===== src/lesl_pkg.sv =====
// Shared constants, types and register map of the laser enable sequencer
package lesl_pkg;

	// ------------------------------------------------------------
	// Timing
	// ------------------------------------------------------------
	localparam int unsigned REF_CLK_HZ = 250_000_000;
	localparam int unsigned INHIBIT_TIME_MS = 5000;
	localparam longint unsigned INHIBIT_CYCLES_L =
		(64'(INHIBIT_TIME_MS) * 64'(REF_CLK_HZ)) / 64'd1000;
	localparam logic [31:0] INHIBIT_CYCLES = 32'(INHIBIT_CYCLES_L);
	localparam int unsigned SYNC_STAGES = 3;
	localparam logic [2:0] STRAP_WAIT = 3'h4;

	// ------------------------------------------------------------
	// Register map (byte addresses)
	// ------------------------------------------------------------
	localparam logic [7:0] ADDR_CTRL = 8'h00;
	localparam logic [7:0] ADDR_STATUS = 8'h04;
	localparam logic [7:0] ADDR_IRQ_STAT = 8'h08;
	localparam logic [7:0] ADDR_IRQ_CLR = 8'h0C;
	localparam logic [7:0] ADDR_IRQ_EN = 8'h10;

	localparam int unsigned CTRL_INHIBIT_BIT = 0;
	localparam logic CTRL_INHIBIT_RST = 1'b0;
	localparam logic [4:0] IRQ_EN_RST = 5'h00;
	localparam logic [31:0] READ_ZERO = 32'h0000_0000;

	// Interrupt event bit positions
	localparam int unsigned EV_OVERHEAT = 0;
	localparam int unsigned EV_ILK_FAULT = 1;
	localparam int unsigned EV_ENABLED = 2;
	localparam int unsigned EV_LASE_OK = 3;
	localparam int unsigned EV_DISABLED = 4;
	localparam int unsigned EV_COUNT = 5;

	// ------------------------------------------------------------
	// Carriers
	// ------------------------------------------------------------
	typedef struct packed {
		logic oem_strap;
		logic key_strap;
		logic interlock;
		logic gate_req;
		logic start_req;
		logic gate_sw_open;
		logic key_on;
		logic over_temp;
		logic pwm;
	} lesl_pins_s;

	localparam int unsigned PIN_W = $bits(lesl_pins_s);

	typedef struct packed {
		logic key_strap;
		logic oem_strap;
		logic armed;
		logic inhibit;
		logic rf_power;
		logic ilk_fault;
		logic gate_open;
		logic enabled;
		logic overheat;
		logic lasing;
	} lesl_stat_s;

	localparam int unsigned STAT_W = $bits(lesl_stat_s);

endpackage


===== src/lesl_sync.sv =====
// Three-stage input synchroniser with agreement filter
`timescale 1ns/1ns
module lesl_sync
	import lesl_pkg::*;
#(
	parameter int unsigned WIDTH = 1
)
(
	input wire logic i_ref_clk,
	input wire logic i_rst,
	input wire logic [WIDTH-1:0] i_async,
	output logic [WIDTH-1:0] o_sync
);

	logic [WIDTH-1:0] meta_r;
	logic [WIDTH-1:0] s2_r;
	logic [WIDTH-1:0] s3_r;

	// ------------------------------------------------------------
	// Stages
	// ------------------------------------------------------------
	always_ff @(posedge i_ref_clk or posedge i_rst)
	begin
		if (i_rst)
		begin
			meta_r <= '0;
			s2_r <= '0;
			s3_r <= '0;
		end
		else
		begin
			meta_r <= i_async;
			s2_r <= meta_r;
			s3_r <= s2_r;
		end
	end

	// A change counts once stage two and three agree
	always_ff @(posedge i_ref_clk or posedge i_rst)
	begin
		if (i_rst)
			o_sync <= '0;
		else
			for (int i = 0; i < WIDTH; i++)
				if (s2_r[i] == s3_r[i])
					o_sync[i] <= s3_r[i];
	end

endmodule


===== src/lesl_timer.sv =====
// Restartable inhibit interval counter
`timescale 1ns/1ns
module lesl_timer
	import lesl_pkg::*;
#(
	parameter logic [31:0] CYCLES = INHIBIT_CYCLES
)
(
	input wire logic i_ref_clk,
	input wire logic i_rst,
	input wire logic i_restart,
	output logic o_busy,
	output logic o_expired
);

	logic [31:0] count_r;

	// ------------------------------------------------------------
	// Countdown
	// ------------------------------------------------------------
	always_ff @(posedge i_ref_clk or posedge i_rst)
	begin
		if (i_rst)
		begin
			count_r <= 32'h0000_0000;
			o_expired <= 1'b0;
		end
		else
		begin
			o_expired <= 1'b0;
			if (i_restart)
				count_r <= CYCLES;
			else if (count_r != 32'h0000_0000)
			begin
				count_r <= count_r - 32'h0000_0001;
				if (count_r == 32'h0000_0001)
					o_expired <= 1'b1;
			end
		end
	end

	assign o_busy = (count_r != 32'h0000_0000);

endmodule


===== src/lesl_top.sv =====
// Laser enable and status sequencer with Avalon-MM register slave
`timescale 1ns/1ns

module lesl_top
	import lesl_pkg::*;
#(
	parameter logic [31:0] INHIBIT_CYC = INHIBIT_CYCLES
)
(
	input wire logic i_ref_clk,
	input wire logic i_rst,
	input wire logic i_interlock,
	input wire logic i_gate_req,
	input wire logic i_start_req,
	input wire logic i_gate_sw_open,
	input wire logic i_key_on,
	input wire logic i_over_temp,
	input wire logic i_pwm,
	input wire logic i_oem_strap,
	input wire logic i_key_strap,
	input wire logic [7:0] i_avs_address,
	input wire logic i_avs_read,
	input wire logic i_avs_write,
	input wire logic [31:0] i_avs_writedata,
	output logic [31:0] o_avs_readdata,
	output logic o_avs_waitrequest,
	output logic o_lasing,
	output logic o_overheat,
	output logic o_enabled,
	output logic o_gate_open,
	output logic o_ilk_fault,
	output logic o_rf_power,
	output logic o_rf_pwm,
	output logic o_irq
);

	// ------------------------------------------------------------
	// Declarations
	// ------------------------------------------------------------
	lesl_pins_s pins_raw;
	lesl_pins_s pins;
	lesl_pins_s pins_d_r;
	lesl_stat_s stat;

	logic [2:0] strap_cnt_r;
	logic straps_ok_r;
	logic oem_r;
	logic key_fit_r;

	logic ovt_r;
	logic armed_r;
	logic armed_nxt;
	logic start_eff;
	logic key_ok;
	logic enabled_c;
	logic gate_c;
	logic rf_c;
	logic enabled_d_r;
	logic gate_d_r;
	logic ilk_d_r;
	logic lase_ok_d_r;

	logic start_rel;
	logic key_rise;
	logic restart;
	logic busy;
	logic expired;
	logic lase_ok;

	logic sw_inhibit_r;
	logic [EV_COUNT-1:0] irq_stat_r;
	logic [EV_COUNT-1:0] irq_en_r;
	logic [EV_COUNT-1:0] events;
	logic [EV_COUNT-1:0] irq_clr;
	logic ack_r;
	logic req;
	logic wr_go;
	logic [31:0] rd_nxt;

	// ------------------------------------------------------------
	// Pin synchronisation
	// ------------------------------------------------------------
	assign pins_raw.oem_strap = i_oem_strap;
	assign pins_raw.key_strap = i_key_strap;
	assign pins_raw.interlock = i_interlock;
	assign pins_raw.gate_req = i_gate_req;
	assign pins_raw.start_req = i_start_req;
	assign pins_raw.gate_sw_open = i_gate_sw_open;
	assign pins_raw.key_on = i_key_on;
	assign pins_raw.over_temp = i_over_temp;
	assign pins_raw.pwm = i_pwm;

	lesl_sync #(
		.WIDTH(PIN_W)
	) u_sync (
		.i_ref_clk(i_ref_clk),
		.i_rst(i_rst),
		.i_async(pins_raw),
		.o_sync(pins)
	);

	always_ff @(posedge i_ref_clk or posedge i_rst)
	begin
		if (i_rst)
			pins_d_r <= '0;
		else
			pins_d_r <= pins;
	end

	// ------------------------------------------------------------
	// Strap capture after reset release
	// ------------------------------------------------------------
	always_ff @(posedge i_ref_clk or posedge i_rst)
	begin
		if (i_rst)
		begin
			strap_cnt_r <= 3'h0;
			straps_ok_r <= 1'b0;
			oem_r <= 1'b0;
			key_fit_r <= 1'b0;
		end
		else if (!straps_ok_r)
		begin
			strap_cnt_r <= strap_cnt_r + 3'h1;
			if (strap_cnt_r == STRAP_WAIT)
			begin
				straps_ok_r <= 1'b1;
				oem_r <= pins.oem_strap;
				key_fit_r <= pins.key_strap;
			end
		end
	end

	// ------------------------------------------------------------
	// Over-temperature latch
	// ------------------------------------------------------------
	// latch until reset
	always_ff @(posedge i_ref_clk or posedge i_rst)
	begin
		if (i_rst)
			ovt_r <= 1'b0;
		else if (pins.over_temp)
			ovt_r <= 1'b1;
	end

	// ------------------------------------------------------------
	// Arming: power-up, interlock latch and restart toggles
	// ------------------------------------------------------------
	// start ignored with key off when a key is fitted, except in OEM mode
	assign start_eff = pins.start_req && (oem_r || !key_fit_r || pins.key_on);
	assign start_rel = pins_d_r.start_req && !pins.start_req
		&& (oem_r || !key_fit_r || pins.key_on);
	assign key_rise = pins.key_on && !pins_d_r.key_on;
	assign key_ok = oem_r || !key_fit_r || pins.key_on;

	always_comb
	begin
		armed_nxt = armed_r;
		if (!straps_ok_r)
			armed_nxt = 1'b0;
		else if (oem_r)
		begin
			// OEM arms with gate request and interlock
			if (pins.gate_req && pins.interlock)
				armed_nxt = 1'b1;
		end
		else if (!pins.interlock)
			armed_nxt = 1'b0;
		else if (start_rel || (key_fit_r && key_rise))
			armed_nxt = 1'b1;
		else if (!key_fit_r && !armed_r && !pins.start_req)
			armed_nxt = 1'b1;
	end

	always_ff @(posedge i_ref_clk or posedge i_rst)
	begin
		if (i_rst)
			armed_r <= 1'b0;
		else
			armed_r <= armed_nxt;
	end

	// ------------------------------------------------------------
	// Enable, gate and RF power
	// ------------------------------------------------------------
	// start request holds driver off
	assign enabled_c = armed_r && pins.interlock && !start_eff && key_ok
		&& !ovt_r && !sw_inhibit_r;
	assign gate_c = pins.gate_sw_open && pins.gate_req;
	assign rf_c = enabled_c && gate_c;

	always_ff @(posedge i_ref_clk or posedge i_rst)
	begin
		if (i_rst)
		begin
			enabled_d_r <= 1'b0;
			gate_d_r <= 1'b0;
			ilk_d_r <= 1'b0;
			lase_ok_d_r <= 1'b0;
		end
		else
		begin
			enabled_d_r <= enabled_c;
			gate_d_r <= gate_c;
			ilk_d_r <= pins.interlock;
			lase_ok_d_r <= lase_ok;
		end
	end

	// ------------------------------------------------------------
	// Shared inhibit timer
	// ------------------------------------------------------------
	// enable rise starts inhibit
	assign restart = (enabled_c && !enabled_d_r) || (gate_c && !gate_d_r)
		|| (pins.interlock && !ilk_d_r);

	lesl_timer #(
		.CYCLES(INHIBIT_CYC)
	) u_timer (
		.i_ref_clk(i_ref_clk),
		.i_rst(i_rst),
		.i_restart(restart),
		.o_busy(busy),
		.o_expired(expired)
	);

	assign lase_ok = rf_c && !busy && !restart;

	// ------------------------------------------------------------
	// Status outputs
	// ------------------------------------------------------------
	always_ff @(posedge i_ref_clk or posedge i_rst)
	begin
		if (i_rst)
		begin
			o_lasing <= 1'b0;
			o_overheat <= 1'b0;
			o_enabled <= 1'b0;
			o_gate_open <= 1'b0;
			o_ilk_fault <= 1'b0;
			o_rf_power <= 1'b0;
			o_rf_pwm <= 1'b0;
		end
		else
		begin
			o_lasing <= lase_ok && pins.pwm;
			o_overheat <= ovt_r;
			o_enabled <= enabled_c;
			o_gate_open <= gate_c;
			o_ilk_fault <= !pins.interlock;
			o_rf_power <= rf_c;
			o_rf_pwm <= lase_ok && pins.pwm;
		end
	end

	assign stat.key_strap = key_fit_r;
	assign stat.oem_strap = oem_r;
	assign stat.armed = armed_r;
	assign stat.inhibit = busy;
	assign stat.rf_power = o_rf_power;
	assign stat.ilk_fault = o_ilk_fault;
	assign stat.gate_open = o_gate_open;
	assign stat.enabled = o_enabled;
	assign stat.overheat = o_overheat;
	assign stat.lasing = o_lasing;

	// ------------------------------------------------------------
	// Interrupt events
	// ------------------------------------------------------------
	always_comb
	begin
		events = '0;
		events[EV_OVERHEAT] = pins.over_temp && !ovt_r;
		events[EV_ILK_FAULT] = !pins.interlock && ilk_d_r;
		events[EV_ENABLED] = enabled_c && !enabled_d_r;
		events[EV_LASE_OK] = lase_ok && !lase_ok_d_r;
		events[EV_DISABLED] = !enabled_c && enabled_d_r;
	end

	assign irq_clr = (wr_go && i_avs_address == ADDR_IRQ_CLR) ?
		i_avs_writedata[EV_COUNT-1:0] : '0;

	// Set wins over a clear in the same cycle
	always_ff @(posedge i_ref_clk or posedge i_rst)
	begin
		if (i_rst)
			irq_stat_r <= '0;
		else
			irq_stat_r <= (irq_stat_r & ~irq_clr) | events;
	end

	assign o_irq = |(irq_stat_r & irq_en_r);

	// ------------------------------------------------------------
	// Avalon-MM slave: one wait state per access
	// ------------------------------------------------------------
	assign req = i_avs_read || i_avs_write;
	assign o_avs_waitrequest = req && !ack_r;
	assign wr_go = i_avs_write && ack_r;

	always_comb
	begin
		rd_nxt = READ_ZERO;
		case (i_avs_address)
			ADDR_CTRL: rd_nxt[CTRL_INHIBIT_BIT] = sw_inhibit_r;
			ADDR_STATUS: rd_nxt[STAT_W-1:0] = stat;
			ADDR_IRQ_STAT: rd_nxt[EV_COUNT-1:0] = irq_stat_r;
			ADDR_IRQ_EN: rd_nxt[EV_COUNT-1:0] = irq_en_r;
			default: rd_nxt = READ_ZERO;
		endcase
	end

	always_ff @(posedge i_ref_clk or posedge i_rst)
	begin
		if (i_rst)
		begin
			ack_r <= 1'b0;
			o_avs_readdata <= READ_ZERO;
		end
		else
		begin
			ack_r <= req && !ack_r;
			if (i_avs_read && !ack_r)
				o_avs_readdata <= rd_nxt;
		end
	end

	always_ff @(posedge i_ref_clk or posedge i_rst)
	begin
		if (i_rst)
		begin
			sw_inhibit_r <= CTRL_INHIBIT_RST;
			irq_en_r <= IRQ_EN_RST;
		end
		else if (wr_go)
		begin
			if (i_avs_address == ADDR_CTRL)
				sw_inhibit_r <= i_avs_writedata[CTRL_INHIBIT_BIT];
			if (i_avs_address == ADDR_IRQ_EN)
				irq_en_r <= i_avs_writedata[EV_COUNT-1:0];
		end
	end

endmodule


===== config.mk =====
export PLATFORM = sky130hd
export DESIGN_NAME = lesl_top
export DESIGN_NICKNAME = d
export VERILOG_FILES = /design/src/lesl_pkg.sv /design/src/lesl_sync.sv /design/src/lesl_timer.sv /design/src/lesl_top.sv
export SDC_FILE = /design/constraint.sdc
export NUM_CORES = 1
export LEC_CHECK = 0
export BUFFER_PORTS_ARGS = -buffer_cell sky130_fd_sc_hd__buf_2
export CAP_MARGIN = 40
export CORE_AREA = 2 2 95 97
export CTS_BUF_LIST = sky130_fd_sc_hd__clkbuf_4
export CTS_CLUSTER_DIAMETER = 200
export CTS_CLUSTER_SIZE = 28
export DETAILED_ROUTE_END_ITERATION = 12
export DIE_AREA = 0 0 97 99
export PLACE_DENSITY = 0.85
export REMOVE_ABC_BUFFERS = 1
export SLEW_MARGIN = 15
export SYNTH_ARGS = -nofsm -noshare
export SYNTH_HDL_FRONTEND = slang
export SYNTH_SLANG_ARGS = --single-unit

===== constraint.sdc =====
create_clock -name i_ref_clk -period 4.65 [get_ports i_ref_clk]
set_input_delay 0.6975 -clock i_ref_clk [delete_from_list [all_inputs] [get_ports i_ref_clk]]
set_output_delay 0.6975 -clock i_ref_clk [all_outputs]
set_load 0.01 [all_outputs]

# Yosys cells after proc, flatten, opt, wreduce, memory -nomap -nowiden
# Cells that the tools add are included.
dict set report totals {
  regBits 108
  inputBits 53
  output_inout_bits 41
  wordCells 130
}
dict set report op_classes {
  addsub 2
  n_eq_ne 16
  n_mux 14
  n_bitwise 5
  reduce_logical 59
}
# operator n
set op_table {}
lappend op_table {{2-to-1 mux 32 bit} 2}
lappend op_table {{nonzero test 32 bit} 1}
lappend op_table {{subtractor 32 x 1 -> 32 bit (second input constant)} 1}
lappend op_table {{logical AND 1 bit} 29}
lappend op_table {{== test 8 x 4 -> 1 bit (second input constant)} 2}
lappend op_table {{zero test 1 bit} 16}
lappend op_table {{case mux 4 bit (3 select lines)} 1}
lappend op_table {{AND 5 bit} 2}
lappend op_table {{2-to-1 mux 5 bit} 2}
lappend op_table {{== test 1 bit} 9}
lappend op_table {{== test 8 x 3 -> 1 bit (second input constant)} 1}
lappend op_table {{== test 8 x 5 -> 1 bit (second input constant)} 1}
lappend op_table {{zero test 8 bit} 1}
lappend op_table {{2-to-1 mux 1 bit} 8}
lappend op_table {{AND reduction 2 bit} 4}
lappend op_table {{logical OR 1 bit} 6}
lappend op_table {{!= test 5 bit (second input constant)} 1}
lappend op_table {{NOT 5 bit} 1}
lappend op_table {{OR 5 bit} 1}
lappend op_table {{OR reduction 5 bit} 1}
lappend op_table {{case mux 1 bit (4 select lines)} 1}
lappend op_table {{adder 3 x 1 -> 3 bit (second input constant)} 1}
lappend op_table {{== test 3 bit (second input constant)} 1}
lappend op_table {{!= test 3 x 2 -> 1 bit (second input constant)} 1}
lappend op_table {{2 further kinds} 2}

# Longest topological paths before layout
dict set report depth {
  ltp_word 16
  mapped_depth 8
  mapped_depth_nobuf 7
}

# Modules after synthesis
# From an unflattened synthesis, not the netlist that was laid out.
dict set report hier_totals {
  cells_unflattened 431
  hier_area_um2 4911.0
}
# mod instances cells_per_inst area_per_inst_um2 seq_area_each_um2
set by_module_without_submodules {}
lappend by_module_without_submodules {lesl_top 1 188 2050.7 1001.0}
lappend by_module_without_submodules {lesl_timer 1 197 1854.3 825.8}
lappend by_module_without_submodules {lesl_sync 1 46 1006.0 900.9}

# Least setup slack after synthesis
# No wires, ideal clock.
dict set report synth_timing {
  path_type {register -> register}
  start {register u_timer.count_r[0]}
  end {register u_timer.count_r[28]}
  setup_time_ps 78
  t_arrival_ps 2280
  t_required_ps 4572
  slack_ps 2292
  path_stages_with_launch 8
  path_buffers 0
  synth_period_minus_slack_ps 2358
  path_cell_list {dfrtp_1 > inv_1 > ha_1 > or4b_1 > nor4_4 > o211ai_4 > or4_1 > a21oi_1}
}
dict set report synth_between {
  elab_chain_len 3
  elab_cells_between_ends 5
  classes_between {add/sub: 1; mux: 2; reduce/logical: 2}
}
# item line_no
set synth_rtl {}
lappend synth_rtl {{start: declaration} lesl_timer.sv:16} ;# logic [31:0] count_r;
lappend synth_rtl {{start signal: assignment} lesl_timer.sv:35} ;# count_r <= count_r - 32'h0000_0001;
lappend synth_rtl {{subtractor 32 x 1 -> 32 bit} lesl_timer.sv:35}
lappend synth_rtl {{2-to-1 mux 32 bit} lesl_timer.sv:33} ;# else if (count_r != 32'h0000_0000)
lappend synth_rtl {{2-to-1 mux 32 bit} lesl_timer.sv:31} ;# if (i_restart)
# Parallel ways exist; a longest one is shown, timed or not. The select of a mux whose other input is x is not followed.
# A chain may end at the register's enable or synchronous reset.

# Worst setup path after layout
dict set report layout_timing {
  start {register u_timer.count_r[27]}
  end {register u_timer.count_r[5]}
}
dict set report layout_between {
  elab_chain_len 2
}
# item line_no
set layout_rtl {}
lappend layout_rtl {{nonzero test 32 bit} lesl_timer.sv:33}
lappend layout_rtl {{nonzero test 2 bit (no source line)} -}
# No other way between the ends.

==> run summary <==
Power comes to 1.79 mW. The power density normalized to cell area is 348 nW/um^2. For this run, the detailed router's first-pass iteration total came to 4. The count of max-cap constraint violations is 0. The minimum clock period after layout came out at 2740 ps. The most used flip-flop cell after synthesis is sky130_fd_sc_hd__dfrtp_1. From bottom edge to top edge, the die measures 99 um. The kind of end point of the critical path is a flip-flop. The number of global-route vias before repair is 3138. The final clock skew came out at 22.4 ps. Summed over all cells, the static leakage comes to 2.29 nW. The minimum setup slack in the final design came out at 1910 ps. The average instance area after synthesis came out at 11.3 um^2. The final core utilization is 60.4%. After synthesis, the cell types taking the most area are sky130_fd_sc_hd__dfrtp_1 57%, sky130_fd_sc_hd__buf_4 3.8%, sky130_fd_sc_hd__o21ai_0 3.0%. The placed wire-length estimate after detailed placement came out at 6050 um.

The total inserted antenna cells came out at 0. After clock tree synthesis, the flow added hold-fix buffers numbering 0. The share of the clock period used by the worst path came out at 58.9%. The count of state elements after synthesis came out at 108. The run finished with clean final reports.

The type of the worst min-delay path is in -> async. The design area is 5160 um^2. The synthesized instance count came out at 416.

The final number of hold-violating endpoints came out at 0. In this run, synthesis inferred 0 flip-flops with an integrated enable. Gates resized during post-CTS repair numbered 0. The count of boundary I/O pins came out at 94. Cells with a size suffix above 1 make up 20.0% of the layout.

The TritonCTS clock tree is yes. The instance area at placement is 4970 um^2. The die covers 9600 um^2. The first-pass GRT wire length came out at 15100 um. The number of inserted filler cells in the final layout is 663. The latest clock arrival within the worst-skew pair came out at 480 ps. The worst setup path category is reg -> reg. The detailed-route DRC error count is 0. The cell type with the largest total area after synthesis is sky130_fd_sc_hd__dfrtp_1.

Setup violations remaining at the end of the flow were counted as 0. Setup repair after global routing left no endpoint under its margin. The effective utilization at floorplan is 55.2%. The transition time at the pin with the least slew margin is 847 ps. The post-synthesis to final-layout area growth came out at 9.36%. The remaining max-slew budget at the tightest pin is 42.7%.

The proportion of synthesized chip area in sequential cells came out at 57.2%. The clock slew at the register clock pins of the worst setup and hold paths came out at 180 ps. The number of antenna violations at the first check in global routing is 0.

The multi-input gate area in the final layout came out at 1830 um^2. STA classifies the critical path startpoint as a flip-flop. The clock passes through at most 2 buffers. The number of buffers inserted by port buffering is 44. For this run, the number of Yosys warnings is 0. After global routing the overflow that remains totals 0. The total wire length after detailed routing came out at 8790 um. The arrival time at the worst endpoint came out at 3150 ps. The top cell type by area accounts for 57.2% of the synthesized area.

Across the whole layout, storage elements account for 2700 um^2. The worst-case setup slack after placement is 1990 ps. The sum of negative setup slack came out at 0 ps. The detailed-route via count is 3284. The pin count of the biggest net entering global routing came out at 71.

The clock sink count came out at 108. The number of nets with antenna violations after detailed routing came out at 0. The congestion estimate from routability-driven global placement came to 0.844.

At the worst endpoint, the required time is 5060 ps. The cell chosen for the clock root is sky130_fd_sc_hd__clkbuf_4. For this run, the post-layout net count is 521. The number of buffers added for setup after CTS is 0.

The share of flip-flops with an asynchronous set or reset after synthesis came out at 100%. The number of distinct library cells after synthesis is 56. The detail-routed via count per cell is 5.69. The peak fanout along the critical path is 19. The detailed router finished its first iteration with 158 violations. The global router's overall resource usage came out at 19.3%. The area of the placeable core is 8550 um^2.

The routed length per instance is 15.2 um. The clock buffer count from CTS came out at 9. The max-slew violation count came to 0. In this run the cell area of the synthesized design comes to 4720 um^2. The row count came out at 34. The deepest level of the CTS H-tree came out at 3. The maximum operating frequency is 0.365 GHz. The worst-case vdd ir drop came out at 0.162 mV. The chip width came out at 97 um.
-- report_power, final --
part	internal, mW	switching (mW)	leakage, nW	total (mW)
Clock	0.134	0.355	0.0828	0.489
Combinational	0.0979	0.145	0.900	0.243
Sequential	1.00	0.0601	1.30	1.06
Total	1.23	0.560	2.29	1.79
-- cell type report --
| class | instances | area share (%) |
|---|---|---|
| flip-flops and latches | 108 | 52.4 |
| multi-input cells | 280 | 35.4 |
| clock inverters | 7 | 1.72 |
| inverters | 15 | 1.14 |
| clock buffers | 9 | 1.31 |
| well taps | 108 | 2.62 |
| repair buffers | 50 | 5.48 |
-- final timing paths --
| path | to | slack [ps] | cells past startpoint | from |
|---|---|---|---|---|
| worst max-delay path | u_timer.count_r[5] | 1910 | 6 | u_timer.count_r[27] |
| worst min-delay path | u_sync.meta_r[1] | 100 | 2 | i_rst |
| worst max register to register | u_timer.count_r[5] | 1910 | 6 | u_timer.count_r[27] |
| worst min register to register | u_sync.s2_r[3] | 370 | 0 | u_sync.meta_r[3] |
| max in group asynchronous | u_sync.s2_r[1] | 3500 | 4 | i_rst |
| min in group i_ref_clk | u_sync.meta_r[2] | 300 | 1 | i_key_on |
-- cell usage after synthesis (all sizes together), types with 5 or more instances --
library cell / count
o31ai: 5
or4: 12
a22oi: 6
clkbuf: 6
nor2: 21
or3: 16
dfrtp: 108
a21oi: 20
and4: 5
nor4: 12
nand2: 26
nand4: 6
buf: 27
o21ai: 28
and3: 5
inv: 15
mux2: 9
maj3: 9
a22o: 11
nand3: 5
nor3: 9
-- registers in the layout, indices dropped and copies added (netlist names), 2 cells and up --
name             count
irq_en_r             5
irq_stat_r           5
o_avs_readdata      10
pins_d_r             2
strap_cnt_r          3
u_sync.meta_r        9
u_sync.o_sync        9
u_sync.s2_r          9
u_sync.s3_r          9
u_timer.count_r     32
-- kinds of logic (layout without fill, tap and decap cells) --
logic type	count (synthesis)	in the layout	synth area share, %
muxes	11	11	2.57
xor gates and xnor gates	8	8	1.48
DFF	108	108	57.2
buffers and inverters	49	81	5.99
other	1	22	0.0794
adders and majority gates	13	13	2.97
AOI/OAI and AO/OA	84	84	11.6
and+or+nand+nor	142	142	18.1
-- per-stage QoR --
step	std cells	hold WS (ps)
2_1_floorplan	403	331
3_3_place_gp	557	332
3_5_place_dp	559	335
4_1_cts	575	280
5_1_grt	577	54.2
6_report	577	95.7
-- layer usage --
metal / GRT usage (%) / up-vias / wire [um]
met5: 0 / - / 0
met4: 6.50 / 0 / 142
met3: 3.97 / 13 / 516
met2: 30.1 / 108 / 4120
met1: 27.3 / 1585 / 4010
li1: - / 1578 / -
-- worst max-delay path, stage by stage (launching register included) --
cell and delay (ps):
sky130_fd_sc_hd__dfrtp_1 470, sky130_fd_sc_hd__nor4_1 520, sky130_fd_sc_hd__nand4b_1 420, sky130_fd_sc_hd__nor4_4 690
sky130_fd_sc_hd__buf_4 330, sky130_fd_sc_hd__o21ai_0 110, sky130_fd_sc_hd__a21oi_1 130
-- cell usage in the layout (no fill, tap or decap), drive strengths merged, types with 16 or more instances in the layout --
cell,instances
nor2,21
dfrtp,108
buf,49
conb,22
a21oi,20
or3,16
nand2,26
inv,18
o21ai,28
No activity file was read; power rests on OpenSTA's default activity.
